[config.mk]
export PLATFORM = sky130hd
export DESIGN_NAME = tape_reader_bid
export DESIGN_NICKNAME = d
export VERILOG_FILES = /design/src/verilog/bid_ctrl_pkg.sv /design/src/verilog/tape_reader_bid.sv
export SDC_FILE = /design/constraint.sdc
export NUM_CORES = 1
export LEC_CHECK = 0
export BUFFER_PORTS_ARGS = -buffer_cell sky130_fd_sc_hd__buf_4
export CELL_PAD_IN_SITES_DETAIL_PLACEMENT = 1
export CELL_PAD_IN_SITES_GLOBAL_PLACEMENT = 1
export CORE_MARGIN = 2
export CORE_UTILIZATION = 35
export CTS_BUF_LIST = sky130_fd_sc_hd__clkbuf_8
export DETAILED_ROUTE_END_ITERATION = 8
export PLACE_DENSITY = 0.7
export SYNTH_ARGS = -nofsm -noshare
export SYNTH_HDL_FRONTEND = slang
export SYNTH_HIERARCHICAL = 1
export SYNTH_SLANG_ARGS = --single-unit
[constraint.sdc]
create_clock -name sys_clk -period 1.95 [get_ports sys_clk]
set_input_delay 0.39 -clock sys_clk [delete_from_list [all_inputs] [get_ports sys_clk]]
set_output_delay 0.39 -clock sys_clk [all_outputs]
set_load 0.02 [all_outputs]
[src/verilog/bid_ctrl_pkg.sv]
package bid_ctrl_pkg;
    localparam int unsigned CLK_HZ          = 40000000;
    localparam int unsigned STAGE_MS        = 500;
    localparam int unsigned STAGE_CYCLES    = (CLK_HZ / 1000) * STAGE_MS;
    localparam int unsigned POWERUP_MS      = 80;
    localparam int unsigned POWERUP_CYCLES  = (CLK_HZ / 1000) * POWERUP_MS;
    localparam int unsigned DEBOUNCE_MS     = 5;
    localparam int unsigned DEBOUNCE_CYCLES = (CLK_HZ / 1000) * DEBOUNCE_MS;
    localparam int unsigned CNT_W           = 25;

    typedef enum logic [3:0] {
        ST_IDLE   = 4'b0001,
        ST_STAGE1 = 4'b0010,
        ST_STAGE2 = 4'b0100,
        ST_DONE   = 4'b1000
    } delay_state_t;
endpackage : bid_ctrl_pkg

[src/verilog/tape_reader_bid.sv]
// Function
// - request allowed only while tape is loaded
// - debounced request switch toggles request once
// - request set starts motors, lights lamps
// - motor switch runs motors without request lamp
// - first delay stage then identical second stage
// - delayed request sets after one second total
// - line request needs both request flip-flops
// - second press before grant cancels request
// - press ignored for reset once granted
// - under grant only tape-out clears request
// - tape-out clears only off-line or header done
// - stop while on-line reading blocks tape-out
// - power-up delay clears request flip-flops
// - skip press sets skip only when not granted
// - skip request drives skip relay and lamp
// - skip at request set sets skip mode
// - tape-out also clears skip request
// - no skip at request set clears mode
// - header done under grant clears skip mode
`timescale 1ns/1ps
`default_nettype none
module tape_reader_bid
    import bid_ctrl_pkg::*;
#(
    parameter int unsigned STAGE_CNT    = STAGE_CYCLES,
    parameter int unsigned POWERUP_CNT  = POWERUP_CYCLES,
    parameter int unsigned DEBOUNCE_CNT = DEBOUNCE_CYCLES
) (
    input  wire logic sys_clk,
    input  wire logic reset_n,
    input  wire logic tape_out_closed,
    input  wire logic request_switch,
    input  wire logic motor_switch,
    input  wire logic skip_switch,
    input  wire logic stop_switch,
    input  wire logic line_grant,
    input  wire logic header_done,
    output logic      motor_start_relay,
    output logic      request_indicator_relay,
    output logic      request_lamp,
    output logic      motor_lamp,
    output logic      skip_indicator_relay,
    output logic      skip_lamp,
    output logic      line_request,
    output logic      skip_mode
);
    import bid_ctrl_pkg::*;

    typedef struct packed {
        logic              req_prev;
        logic              skip_prev;
        logic              tape_prev;
        logic              hdr_prev;
        logic [CNT_W-1:0]  pwr_cnt;
        logic              pwr_done;
        logic              bid;
        logic              bid_delayed;
        delay_state_t      dly_state;
        logic [CNT_W-1:0]  dly_cnt;
        logic              skip_req;
        logic              skip_mode;
        logic              motor_run;
    } state_t;

    state_t st_r;
    state_t st_nxt;

    logic req_press;
    logic skip_press;
    logic tape_loaded;
    logic tape_out_edge;
    logic hdr_edge;
    logic tape_out_ok;
    logic bid_set;
    logic bid_clr;
    logic [CNT_W-1:0] stage_last;
    logic [CNT_W-1:0] pwr_last;
    logic             tape_lvl;
    logic             req_lvl;
    logic             mot_lvl;
    logic             skip_lvl;
    logic             stop_lvl;
    logic             grant_lvl;
    logic             hdr_lvl;

    assign stage_last = CNT_W'(STAGE_CNT - 1);
    assign pwr_last   = CNT_W'(POWERUP_CNT - 1);

    // every switch and contact passes two flip-flops and a hold filter
    contact_filter #(
        .CNT_W    (CNT_W),
        .HOLD_CNT (1)
    ) u_tape_filter (
        .sys_clk (sys_clk),
        .reset_n (reset_n),
        .raw_in  (tape_out_closed),
        .level   (tape_lvl)
    );

    // both push switches are latched against contact bounce
    contact_filter #(
        .CNT_W    (CNT_W),
        .HOLD_CNT (DEBOUNCE_CNT)
    ) u_req_filter (
        .sys_clk (sys_clk),
        .reset_n (reset_n),
        .raw_in  (request_switch),
        .level   (req_lvl)
    );

    contact_filter #(
        .CNT_W    (CNT_W),
        .HOLD_CNT (DEBOUNCE_CNT)
    ) u_skip_filter (
        .sys_clk (sys_clk),
        .reset_n (reset_n),
        .raw_in  (skip_switch),
        .level   (skip_lvl)
    );

    contact_filter #(
        .CNT_W    (CNT_W),
        .HOLD_CNT (1)
    ) u_mot_filter (
        .sys_clk (sys_clk),
        .reset_n (reset_n),
        .raw_in  (motor_switch),
        .level   (mot_lvl)
    );

    contact_filter #(
        .CNT_W    (CNT_W),
        .HOLD_CNT (1)
    ) u_stop_filter (
        .sys_clk (sys_clk),
        .reset_n (reset_n),
        .raw_in  (stop_switch),
        .level   (stop_lvl)
    );

    contact_filter #(
        .CNT_W    (CNT_W),
        .HOLD_CNT (1)
    ) u_grant_filter (
        .sys_clk (sys_clk),
        .reset_n (reset_n),
        .raw_in  (line_grant),
        .level   (grant_lvl)
    );

    contact_filter #(
        .CNT_W    (CNT_W),
        .HOLD_CNT (1)
    ) u_hdr_filter (
        .sys_clk (sys_clk),
        .reset_n (reset_n),
        .raw_in  (header_done),
        .level   (hdr_lvl)
    );

    always_comb begin
        st_nxt = st_r;
        // one press gives one rising edge of the filtered level
        st_nxt.req_prev  = req_lvl;
        st_nxt.skip_prev = skip_lvl;
        req_press  = req_lvl & ~st_r.req_prev;
        skip_press = skip_lvl & ~st_r.skip_prev;

        st_nxt.tape_prev = tape_lvl;
        st_nxt.hdr_prev  = hdr_lvl;
        tape_loaded   = ~tape_lvl;
        tape_out_edge = tape_lvl & ~st_r.tape_prev;
        hdr_edge      = hdr_lvl & ~st_r.hdr_prev;

        // tape-out honoured off-line or after header, never on stop while granted
        tape_out_ok = tape_out_edge
                    & (~grant_lvl | ~st_r.skip_mode & hdr_lvl | hdr_edge)
                    & ~(stop_lvl & grant_lvl);

        // press toggles: set if tape loaded, cancel only before grant
        bid_set = req_press & ~st_r.bid & tape_loaded;
        bid_clr = (req_press & st_r.bid & ~grant_lvl) | tape_out_ok;

        if (!st_r.pwr_done) begin
            if (st_r.pwr_cnt == pwr_last) begin
                st_nxt.pwr_done = 1'b1;
            end else begin
                st_nxt.pwr_cnt = st_r.pwr_cnt + 1'b1;
            end
        end

        // two cascaded stage timers
        case (st_r.dly_state)
            ST_IDLE: begin
                st_nxt.dly_cnt = '0;
                if (bid_set) begin
                    st_nxt.dly_state = ST_STAGE1;
                end
            end
            ST_STAGE1: begin
                if (st_r.dly_cnt == stage_last) begin
                    st_nxt.dly_cnt   = '0;
                    st_nxt.dly_state = ST_STAGE2;
                end else begin
                    st_nxt.dly_cnt = st_r.dly_cnt + 1'b1;
                end
            end
            ST_STAGE2: begin
                if (st_r.dly_cnt == stage_last) begin
                    st_nxt.dly_cnt   = '0;
                    st_nxt.dly_state = ST_DONE;
                    st_nxt.bid_delayed = st_r.bid;
                end else begin
                    st_nxt.dly_cnt = st_r.dly_cnt + 1'b1;
                end
            end
            ST_DONE: begin
                st_nxt.dly_cnt = '0;
            end
            default: begin
                st_nxt.dly_state = ST_IDLE;
                st_nxt.dly_cnt   = '0;
            end
        endcase

        if (bid_set) begin
            st_nxt.bid = 1'b1;
            // skip mode decided at request set
            st_nxt.skip_mode = st_r.skip_req;
        end
        if (bid_clr) begin
            st_nxt.bid         = 1'b0;
            st_nxt.bid_delayed = 1'b0;
            st_nxt.dly_state   = ST_IDLE;
            st_nxt.dly_cnt     = '0;
        end

        // header complete under grant routes steps to reader
        if (hdr_edge && grant_lvl) begin
            st_nxt.skip_mode = 1'b0;
        end

        // skip request: press ignored while granted
        if (tape_out_ok) begin
            st_nxt.skip_req = 1'b0;
        end else if (skip_press && !grant_lvl) begin
            st_nxt.skip_req = 1'b1;
        end

        st_nxt.motor_run = st_nxt.bid | mot_lvl;

        // power-up clear of the request flip-flops
        if (!st_r.pwr_done) begin
            st_nxt.bid         = 1'b0;
            st_nxt.bid_delayed = 1'b0;
            st_nxt.dly_state   = ST_IDLE;
            st_nxt.skip_mode   = 1'b0;
            st_nxt.motor_run   = 1'b0;
        end
    end

    always_ff @(posedge sys_clk or negedge reset_n) begin
        if (!reset_n) begin
            st_r           <= '0;
            st_r.dly_state <= ST_IDLE;
        end else begin
            st_r <= st_nxt;
        end
    end

    assign motor_start_relay       = st_r.motor_run;
    assign request_indicator_relay = st_r.bid;
    assign request_lamp            = st_r.bid;
    assign motor_lamp              = st_r.bid;
    assign line_request            = st_r.bid & st_r.bid_delayed;
    assign skip_indicator_relay    = st_r.skip_req;
    assign skip_lamp               = st_r.skip_req;
    assign skip_mode               = st_r.skip_mode;
endmodule : tape_reader_bid

// two-flop synchroniser followed by a hold-time filter
module contact_filter #(
    parameter int unsigned CNT_W    = 25,
    parameter int unsigned HOLD_CNT = 1
) (
    input  wire logic sys_clk,
    input  wire logic reset_n,
    input  wire logic raw_in,
    output logic      level
);
    typedef struct packed {
        logic [1:0]       sync;
        logic             level;
        logic [CNT_W-1:0] cnt;
    } filt_state_t;

    filt_state_t      fs_r;
    filt_state_t      fs_nxt;
    logic [CNT_W-1:0] hold_last;

    assign hold_last = CNT_W'(HOLD_CNT - 1);

    always_comb begin
        fs_nxt      = fs_r;
        fs_nxt.sync = {fs_r.sync[0], raw_in};
        // a new level is taken only after it has held HOLD_CNT cycles
        if (fs_r.sync[1] == fs_r.level) begin
            fs_nxt.cnt = '0;
        end else if (fs_r.cnt == hold_last) begin
            fs_nxt.level = fs_r.sync[1];
            fs_nxt.cnt   = '0;
        end else begin
            fs_nxt.cnt = fs_r.cnt + 1'b1;
        end
    end

    always_ff @(posedge sys_clk or negedge reset_n) begin
        if (!reset_n) begin
            fs_r <= '0;
        end else begin
            fs_r <= fs_nxt;
        end
    end

    assign level = fs_r.level;
endmodule : contact_filter
`default_nettype wire

======== Word level (Yosys, flattened, before mapping) ========
Index checks and enable logic that the tools add are counted.
operators by class
  $add $sub $neg .......................... 9
  equal/unequal tests ..................... 22
  mux-type cells .......................... 31
  bitwise operators ....................... 35
  reduce and logical (&&, ||, !) cells .... 20
operator list
  kind                     count
  $mux W25                 16
  $add A25 B1 Y25 const B  9
  $logic_not A25 Y1        5
  $eq A25 B18 Y1 const B   2
  $mux W31                 1
  $eq A25 B22 Y1 const B   1
  $eq A25 B25 Y1 const B   1
  $not A1 Y1               18
  $reduce_and A2 Y1        9
  $pmux W4 S4              1
  $and A1 B1 Y1            13
  $ne A4 B4 Y1 const B     3
  $ne A3 B1 Y1 const B     3
  $mux W1                  8
  $mux W4                  2
  $eq A1 B1 Y1             7
  $mux W6                  1
  $mux W5                  1
  $eq A4 B1 Y1 const B     1
  $eq A4 B2 Y1 const B     1
  $eq A4 B3 Y1 const B     1
  $eq A4 B4 Y1 const B     1
  $or A1 B1 Y1             4
  $reduce_and A4 Y1        1
  6 further kinds          7
word-level totals
  bits in registers ....................... 260
  bits of input ports ..................... 9
  logic and storage cells ................. 151

======== Longest topological paths before layout ========
  depth after elaboration ................. 10
  depth in mapped cells ................... 7
  depth with buffers taken out ............ 6

======== Cells and area by module ========
The synthesis kept the hierarchy.
modules (own cells, without submodules)
  module                               times used  cells an instance  area an instance (um^2)  sequential area each (um^2)
  contact_filter (u_grant_filter ...)  5           142                1418.9                   700.7
  tape_reader_bid                      1           304                3100.5                   1602.8
  contact_filter (u_req_filter ...)    2           137                1420.1                   700.7

======== Worst setup path before layout ========
Ideal clock, no wire load.
  kind .................................... register -> register
  from .................................... register st_r[53] in the netlist's numbering
  to ...................................... register st_r[36] in the netlist's numbering
  library setup time ...................... 0.125 ns
  arrival time ............................ 1.909 ns
  setup slack ............................. -0.084 ns
  cell stages (with the launch flop) ...... 7
  path buffers ............................ 1
  cell sequence ........................... dfrtp_1 > or4_4 > nor4_4 > and3_1 > buf_6 > nor2_4 > mux2_4
between the ends
  longest elaborated chain between the ends .. 3
RTL lines
  what                                RTL line                source
  start: declaration                  tape_reader_bid.sv:66   state_t st_r;
  start signal: assignment            tape_reader_bid.sv:268  st_r <= st_nxt;
  $eq A25 B22 Y1                      tape_reader_bid.sv:186  if (st_r.pwr_cnt == pwr_last) begin
  $not A1 Y1 (no source line)         --
  $reduce_and A2 Y1 (no source line)  --
Every way passes these cells.
A chain may end at the register's enable or synchronous reset.

======== Worst setup path in the final report ========
  from .................................... register st_r[52] in the netlist's numbering
  to ...................................... register st_r[42] in the netlist's numbering
The elaborated chain is that of the path after synthesis.

==> impl_results.html <==
<table>
<tr><th>Metric</th><th>Value</th></tr>
<tr><th colspan="2">Outcome</th></tr>
<tr><td>Status</td><td>finished, final reports clean</td></tr>
<tr><th colspan="2">GRT</th></tr>
<tr><td>Antenna violations before repair</td><td>0</td></tr>
<tr><td>Number of global-route vias before repair</td><td>between 10000 and 15000</td></tr>
<tr><td>Global router's overall resource usage</td><td>roughly 16%</td></tr>
<tr><td>Remaining global-route overflow</td><td>0</td></tr>
<tr><td>Maximum number of pins on one net before global-route repair</td><td>51</td></tr>
<tr><td>Wire length of the first global-routing pass</td><td>~52000 um</td></tr>
<tr><th colspan="2">Placed design</th></tr>
<tr><td>Number of port buffers</td><td>16</td></tr>
<tr><td>Setup slack at placement</td><td>-0.00248 ns</td></tr>
<tr><td>Final HPWL DP</td><td>~21000 um</td></tr>
<tr><td>Cell area after placement</td><td>~0.014 sq mm</td></tr>
<tr><td>Instance count after placement with tap cells included</td><td>1800</td></tr>
<tr><td>Final GP Congestion</td><td>between 0.7 and 0.8</td></tr>
<tr><th colspan="2">STA</th></tr>
<tr><td>Normalized max-slew margin</td><td>68.9%</td></tr>
<tr><td>RSZ-0062 raised after global routing</td><td>true</td></tr>
<tr><td>Timing-limited maximum frequency</td><td>roughly 530 MHz</td></tr>
<tr><td>Hold violation count in the final report</td><td>0</td></tr>
<tr><td>Total count of max-transition violations in the final report</td><td>0</td></tr>
<tr><td>Crit share post-route</td><td>slightly below 100%</td></tr>
<tr><td>Worst-margin pin slew</td><td>approximately 0.46 ns</td></tr>
<tr><td>Minimum period implied by the final worst setup slack</td><td>1.89 ns</td></tr>
<tr><td>Worst setup margin</td><td>slightly below 0.06 ns</td></tr>
<tr><td>Worst clock skew on the final layout</td><td>slightly below 0.04 ns</td></tr>
<tr><td>Endpoints failing setup</td><td>0</td></tr>
<tr><td>Worst-case hold slack</td><td>between 0.3 and 0.4 ns</td></tr>
<tr><th colspan="2">Synthesis</th></tr>
<tr><td>Count of flip-flops with a built-in enable after synthesis</td><td>0</td></tr>
<tr><td>Mean instance size in the synthesized netlist</td><td>10.1 sq um</td></tr>
<tr><td>Share of synthesized cell area in full adder, half adder and majority cells</td><td>between 1 and 1.5%</td></tr>
<tr><td>Post-synthesis instance area</td><td>between 0.01 and 0.015 sq mm</td></tr>
<tr><td>Share of the synthesized netlist area taken by xor and xnor gates</td><td>roughly 9%</td></tr>
<tr><td>Portion of the post-synthesis area used by sequential elements</td><td>49.9%</td></tr>
<tr><td>YS warnings</td><td>6</td></tr>
<tr><td>Fraction of synthesis flops using an asynchronous set or reset pin</td><td>100%</td></tr>
<tr><td>Synthesized net count</td><td>roughly 1300</td></tr>
<tr><td>Synth area leaders</td><td>dfrtp_1 50%, xor2_1 6.7%, nor2_1 4.4%</td></tr>
<tr><td>Combinational family with the most area after synthesis</td><td>simple AND/OR/NAND/NOR gates</td></tr>
<tr><td>Most used DFF post-synth</td><td>dfrtp_1</td></tr>
<tr><td>Complex-gate fraction of the synthesized area</td><td>roughly 8.9%</td></tr>
<tr><td>Cell accounting for the most synthesized area</td><td>dfrtp_1</td></tr>
<tr><td>Simple-gate area share of the yosys netlist</td><td>26.3%</td></tr>
<tr><td>Count of cell types in the netlist</td><td>55</td></tr>
<tr><td>Number of instances in the synthesized netlist</td><td>1288</td></tr>
<tr><td>Area share of the leading cell type in the synthesized netlist</td><td>between 40% and 50%</td></tr>
<tr><td>Multiplexer share of the synthesized area</td><td>less than 1%</td></tr>
<tr><td>Number of synthesized register bits</td><td>260</td></tr>
<tr><th colspan="2">Critical path</th></tr>
<tr><td>Slowest stage delay, CP</td><td>between 0.5 and 0.6 ns</td></tr>
<tr><td>Cells traversed along the worst timing path</td><td>or4_4, nor4_4, and3_4, buf_6, nor4_2, xor2_1</td></tr>
<tr><td>Critical path data required time</td><td>2.43 ns</td></tr>
<tr><td>Depth of the worst register-to-register path</td><td>6</td></tr>
<tr><td>Critical path data arrival time</td><td>around 2.4 ns</td></tr>
<tr><td>Endpoint of the worst-slack reg-to-reg timing path</td><td>st_r[42]$_DFFE_PN0P_</td></tr>
<tr><td>Worst R2R Setup Slack</td><td>~0.058 ns</td></tr>
<tr><td>Cell at the slowest stage of the critical path</td><td>or4_4</td></tr>
<tr><td>Critical path class</td><td>reg -&gt; reg</td></tr>
<tr><td>Critical R2R Launch</td><td>st_r[52]$_DFFE_PN0P_</td></tr>
<tr><td>Highest net fanout along the worst path</td><td>4</td></tr>
<tr><td>Critical path launch point type</td><td>flip-flop</td></tr>
<tr><td>Crit. End Element</td><td>flip-flop</td></tr>
<tr><th colspan="2">Clock network</th></tr>
<tr><td>H-tree levels</td><td>2</td></tr>
<tr><td>Clock-pin slew reported for the worst setup and hold paths after clock tree synthesis</td><td>approximately 0.07 ns</td></tr>
<tr><td>Worst-skew pair later-pin latency</td><td>around 0.6 ns</td></tr>
<tr><td>CTS root buf</td><td>clkbuf_8</td></tr>
<tr><td>Number of buffers created by CTS</td><td>46</td></tr>
<tr><td>Sink Count</td><td>between 200 and 300</td></tr>
<tr><td>Maximum count of clock buffers along a single path</td><td>3</td></tr>
<tr><td>Clock tree from TritonCTS</td><td>done</td></tr>
<tr><th colspan="2">Layout</th></tr>
<tr><td>Post-Layout Cell Count</td><td>between 1500 and 2000</td></tr>
<tr><td>Cell area after layout</td><td>between 0.015 and 0.02 sq mm</td></tr>
<tr><td>Synth-to-Final Area Change</td><td>17.4%</td></tr>
<tr><td>Commonest non-fill, non-tap cells in the layout</td><td>259 x dfrtp_1, 152 x nor2_1, 100 x xor2_1</td></tr>
<tr><td>Fill count</td><td>between 4000 and 5000</td></tr>
<tr><td>Antenna diode count</td><td>0</td></tr>
<tr><td>Ratio of cells with drive above 1 in the final layout</td><td>16.1%</td></tr>
<tr><td>Commonest non-fill, non-tap cell in the layout</td><td>dfrtp_1</td></tr>
<tr><td>Number of nets in the final layout</td><td>between 1000 and 1500</td></tr>
<tr><th colspan="2">Floorplan</th></tr>
<tr><td>Area inside the core boundary</td><td>approximately 0.037 sq mm</td></tr>
<tr><td>Die outline width</td><td>~200 um</td></tr>
<tr><td>Starting density of the core</td><td>35.6%</td></tr>
<tr><td>Number of standard-cell rows in the floorplan</td><td>70</td></tr>
<tr><td>IO Pins</td><td>17</td></tr>
<tr><td>Overall die area</td><td>about 0.039 sq mm</td></tr>
<tr><td>Vertical die dimension</td><td>a little under 200 um</td></tr>
<tr><th colspan="2">Detailed routing</th></tr>
<tr><td>Number of optimization iterations in the first detailed-route pass</td><td>4</td></tr>
<tr><td>DR WL/cell</td><td>around 16 um</td></tr>
<tr><td>DRC violations left</td><td>0</td></tr>
<tr><td>Drt total wl</td><td>between 30000 and 40000 um</td></tr>
<tr><td>Number of vias per cell</td><td>5.38</td></tr>
<tr><td>Antenna viol nets, final</td><td>0</td></tr>
<tr><td>Detailed router's first-iteration violation count</td><td>about 520</td></tr>
<tr><td>Vias after detailed routing</td><td>10200</td></tr>
<tr><th colspan="2">Power and ir drop</th></tr>
<tr><td>Final Total Pwr</td><td>roughly 11 mW</td></tr>
<tr><td>Power density over the cells</td><td>721 mW/mm^2</td></tr>
<tr><td>Leakage</td><td>around 6.4 nW</td></tr>
<tr><td>Worst IR drop on VDD</td><td>0.520 mV</td></tr>
<tr><th colspan="2">Min path</th></tr>
<tr><td>Class of the tightest hold or removal check</td><td>in -&gt; async</td></tr>
<tr><th colspan="2">Run</th></tr>
<tr><td>Max-Cap Viols</td><td>0</td></tr>
</table>
-- through the flow --
step                      utilization [%]  TNS [ns]
final                                41.8         0
after global routing                 41.8    -0.112
after global placement               38.6         0
after floorplan                         -   -0.0112
after CTS                            41.5         0
after detailed placement             38.6  -0.00248
-- how the worst max path moves through the flow --
stage / to / from / slack (ns)
6_report: st_r[42]$_DFFE_PN0P_ / st_r[52]$_DFFE_PN0P_ / 0.06
3_5_place_dp: st_r[42]$_DFFE_PN0P_ / st_r[59]$_DFFE_PN0P_ / -0.002
3_3_place_gp: u_skip_filter/fs_r[14]$_DFF_PN0_ / u_skip_filter/fs_r[6]$_DFF_PN0_ / 0.03
5_1_grt: st_r[42]$_DFFE_PN0P_ / st_r[52]$_DFFE_PN0P_ / -0.03
4_1_cts: u_skip_filter/fs_r[15]$_DFF_PN0_ / u_skip_filter/fs_r[6]$_DFF_PN0_ / 0.009
2_1_floorplan: st_r[36]$_DFFE_PN0P_ / st_r[46]$_DFFE_PN0P_ / -0.01
-- power breakdown --
| part | internal (mW) | total [mW] | switching, mW |
|---|---|---|---|
| registers | 5.43 | 5.46 | 0.0276 |
| logic | 0.0850 | 0.243 | 0.158 |
| clock network | 2.97 | 5.34 | 2.37 |
| total | 8.48 | 11.0 | 2.56 |
-- flip-flops by register name (all words and copies together) (netlist names), 26 cells and up --
register	flops
st_r	60
u_grant_filter/fs_r	26
u_hdr_filter/fs_r	26
u_mot_filter/fs_r	26
u_req_filter/fs_r	26
u_skip_filter/fs_r	26
u_stop_filter/fs_r	26
u_tape_filter/fs_r	26
-- synth_stat cells, drive strengths merged (32+ instances only) --
| master | n |
|---|---|
| nor2 | 153 |
| o21ai | 35 |
| inv | 42 |
| a21oi | 82 |
| dfrtp | 259 |
| nor4 | 44 |
| buf | 48 |
| o31ai | 52 |
| xnor2 | 32 |
| nand4 | 70 |
| or4 | 56 |
| nand3 | 78 |
| and4 | 33 |
| xor2 | 100 |
| nand2 | 71 |
-- area by class of cell --
type | instances | area (sq um) | area share (%)
Clock buffer | 58 | 798 | 5.21
Clock inverter | 27 | 183 | 1.19
Inverter | 42 | 158 | 1.03
Multi-Input combinational cell | 936 | 6130 | 40.0
Sequential cell | 260 | 6510 | 42.5
Tap cell | 468 | 586 | 3.83
Timing Repair Buffer | 105 | 947 | 6.19
-- critical path: cells and delay by family (launching register included) --
| family | cells | cell delay, ns |
|---|---|---|
| xor gates and xnor gates | 1 | 0.16 |
| buffers and inverters | 1 | 0.13 |
| and+or+nand+nor | 4 | 1.09 |
| DFF | 1 | 0.38 |
-- kinds of logic after synthesis --
| kind of cell | Yosys count |
|---|---|
| AND/OR/NAND/NOR | 591 |
| flip-flops | 260 |
| AO/OA/AOI/OAI | 188 |
| XOR/XNOR | 132 |
| buffers and inverters | 92 |
| adder cells (fa/ha/maj) | 14 |
| multiplexers | 11 |
-- what timing repair did --
item | in CTS | in global routing
gates resized for setup | 1 | 23
setup buffers | 1 | 3
setup endpoints to repair | 2 | 83
pin swaps | 0 | 12
hold buffers | 8 | 0
endpoints found under the hold margin | 47 | 0
-- per-layer routing --
| layer | vias to the layer above | GRT usage (%) | routed length, um |
|---|---|---|---|
| met4 | 0 | 4.62 | 542 |
| met1 | 5146 | 21.2 | 14300 |
| met2 | 105 | 27.2 | 14800 |
| li1 | 4911 | - | - |
| met3 | 42 | 3.42 | 976 |
| met5 | - | 0 | 0 |
Power figures use the tool's default switching activity.
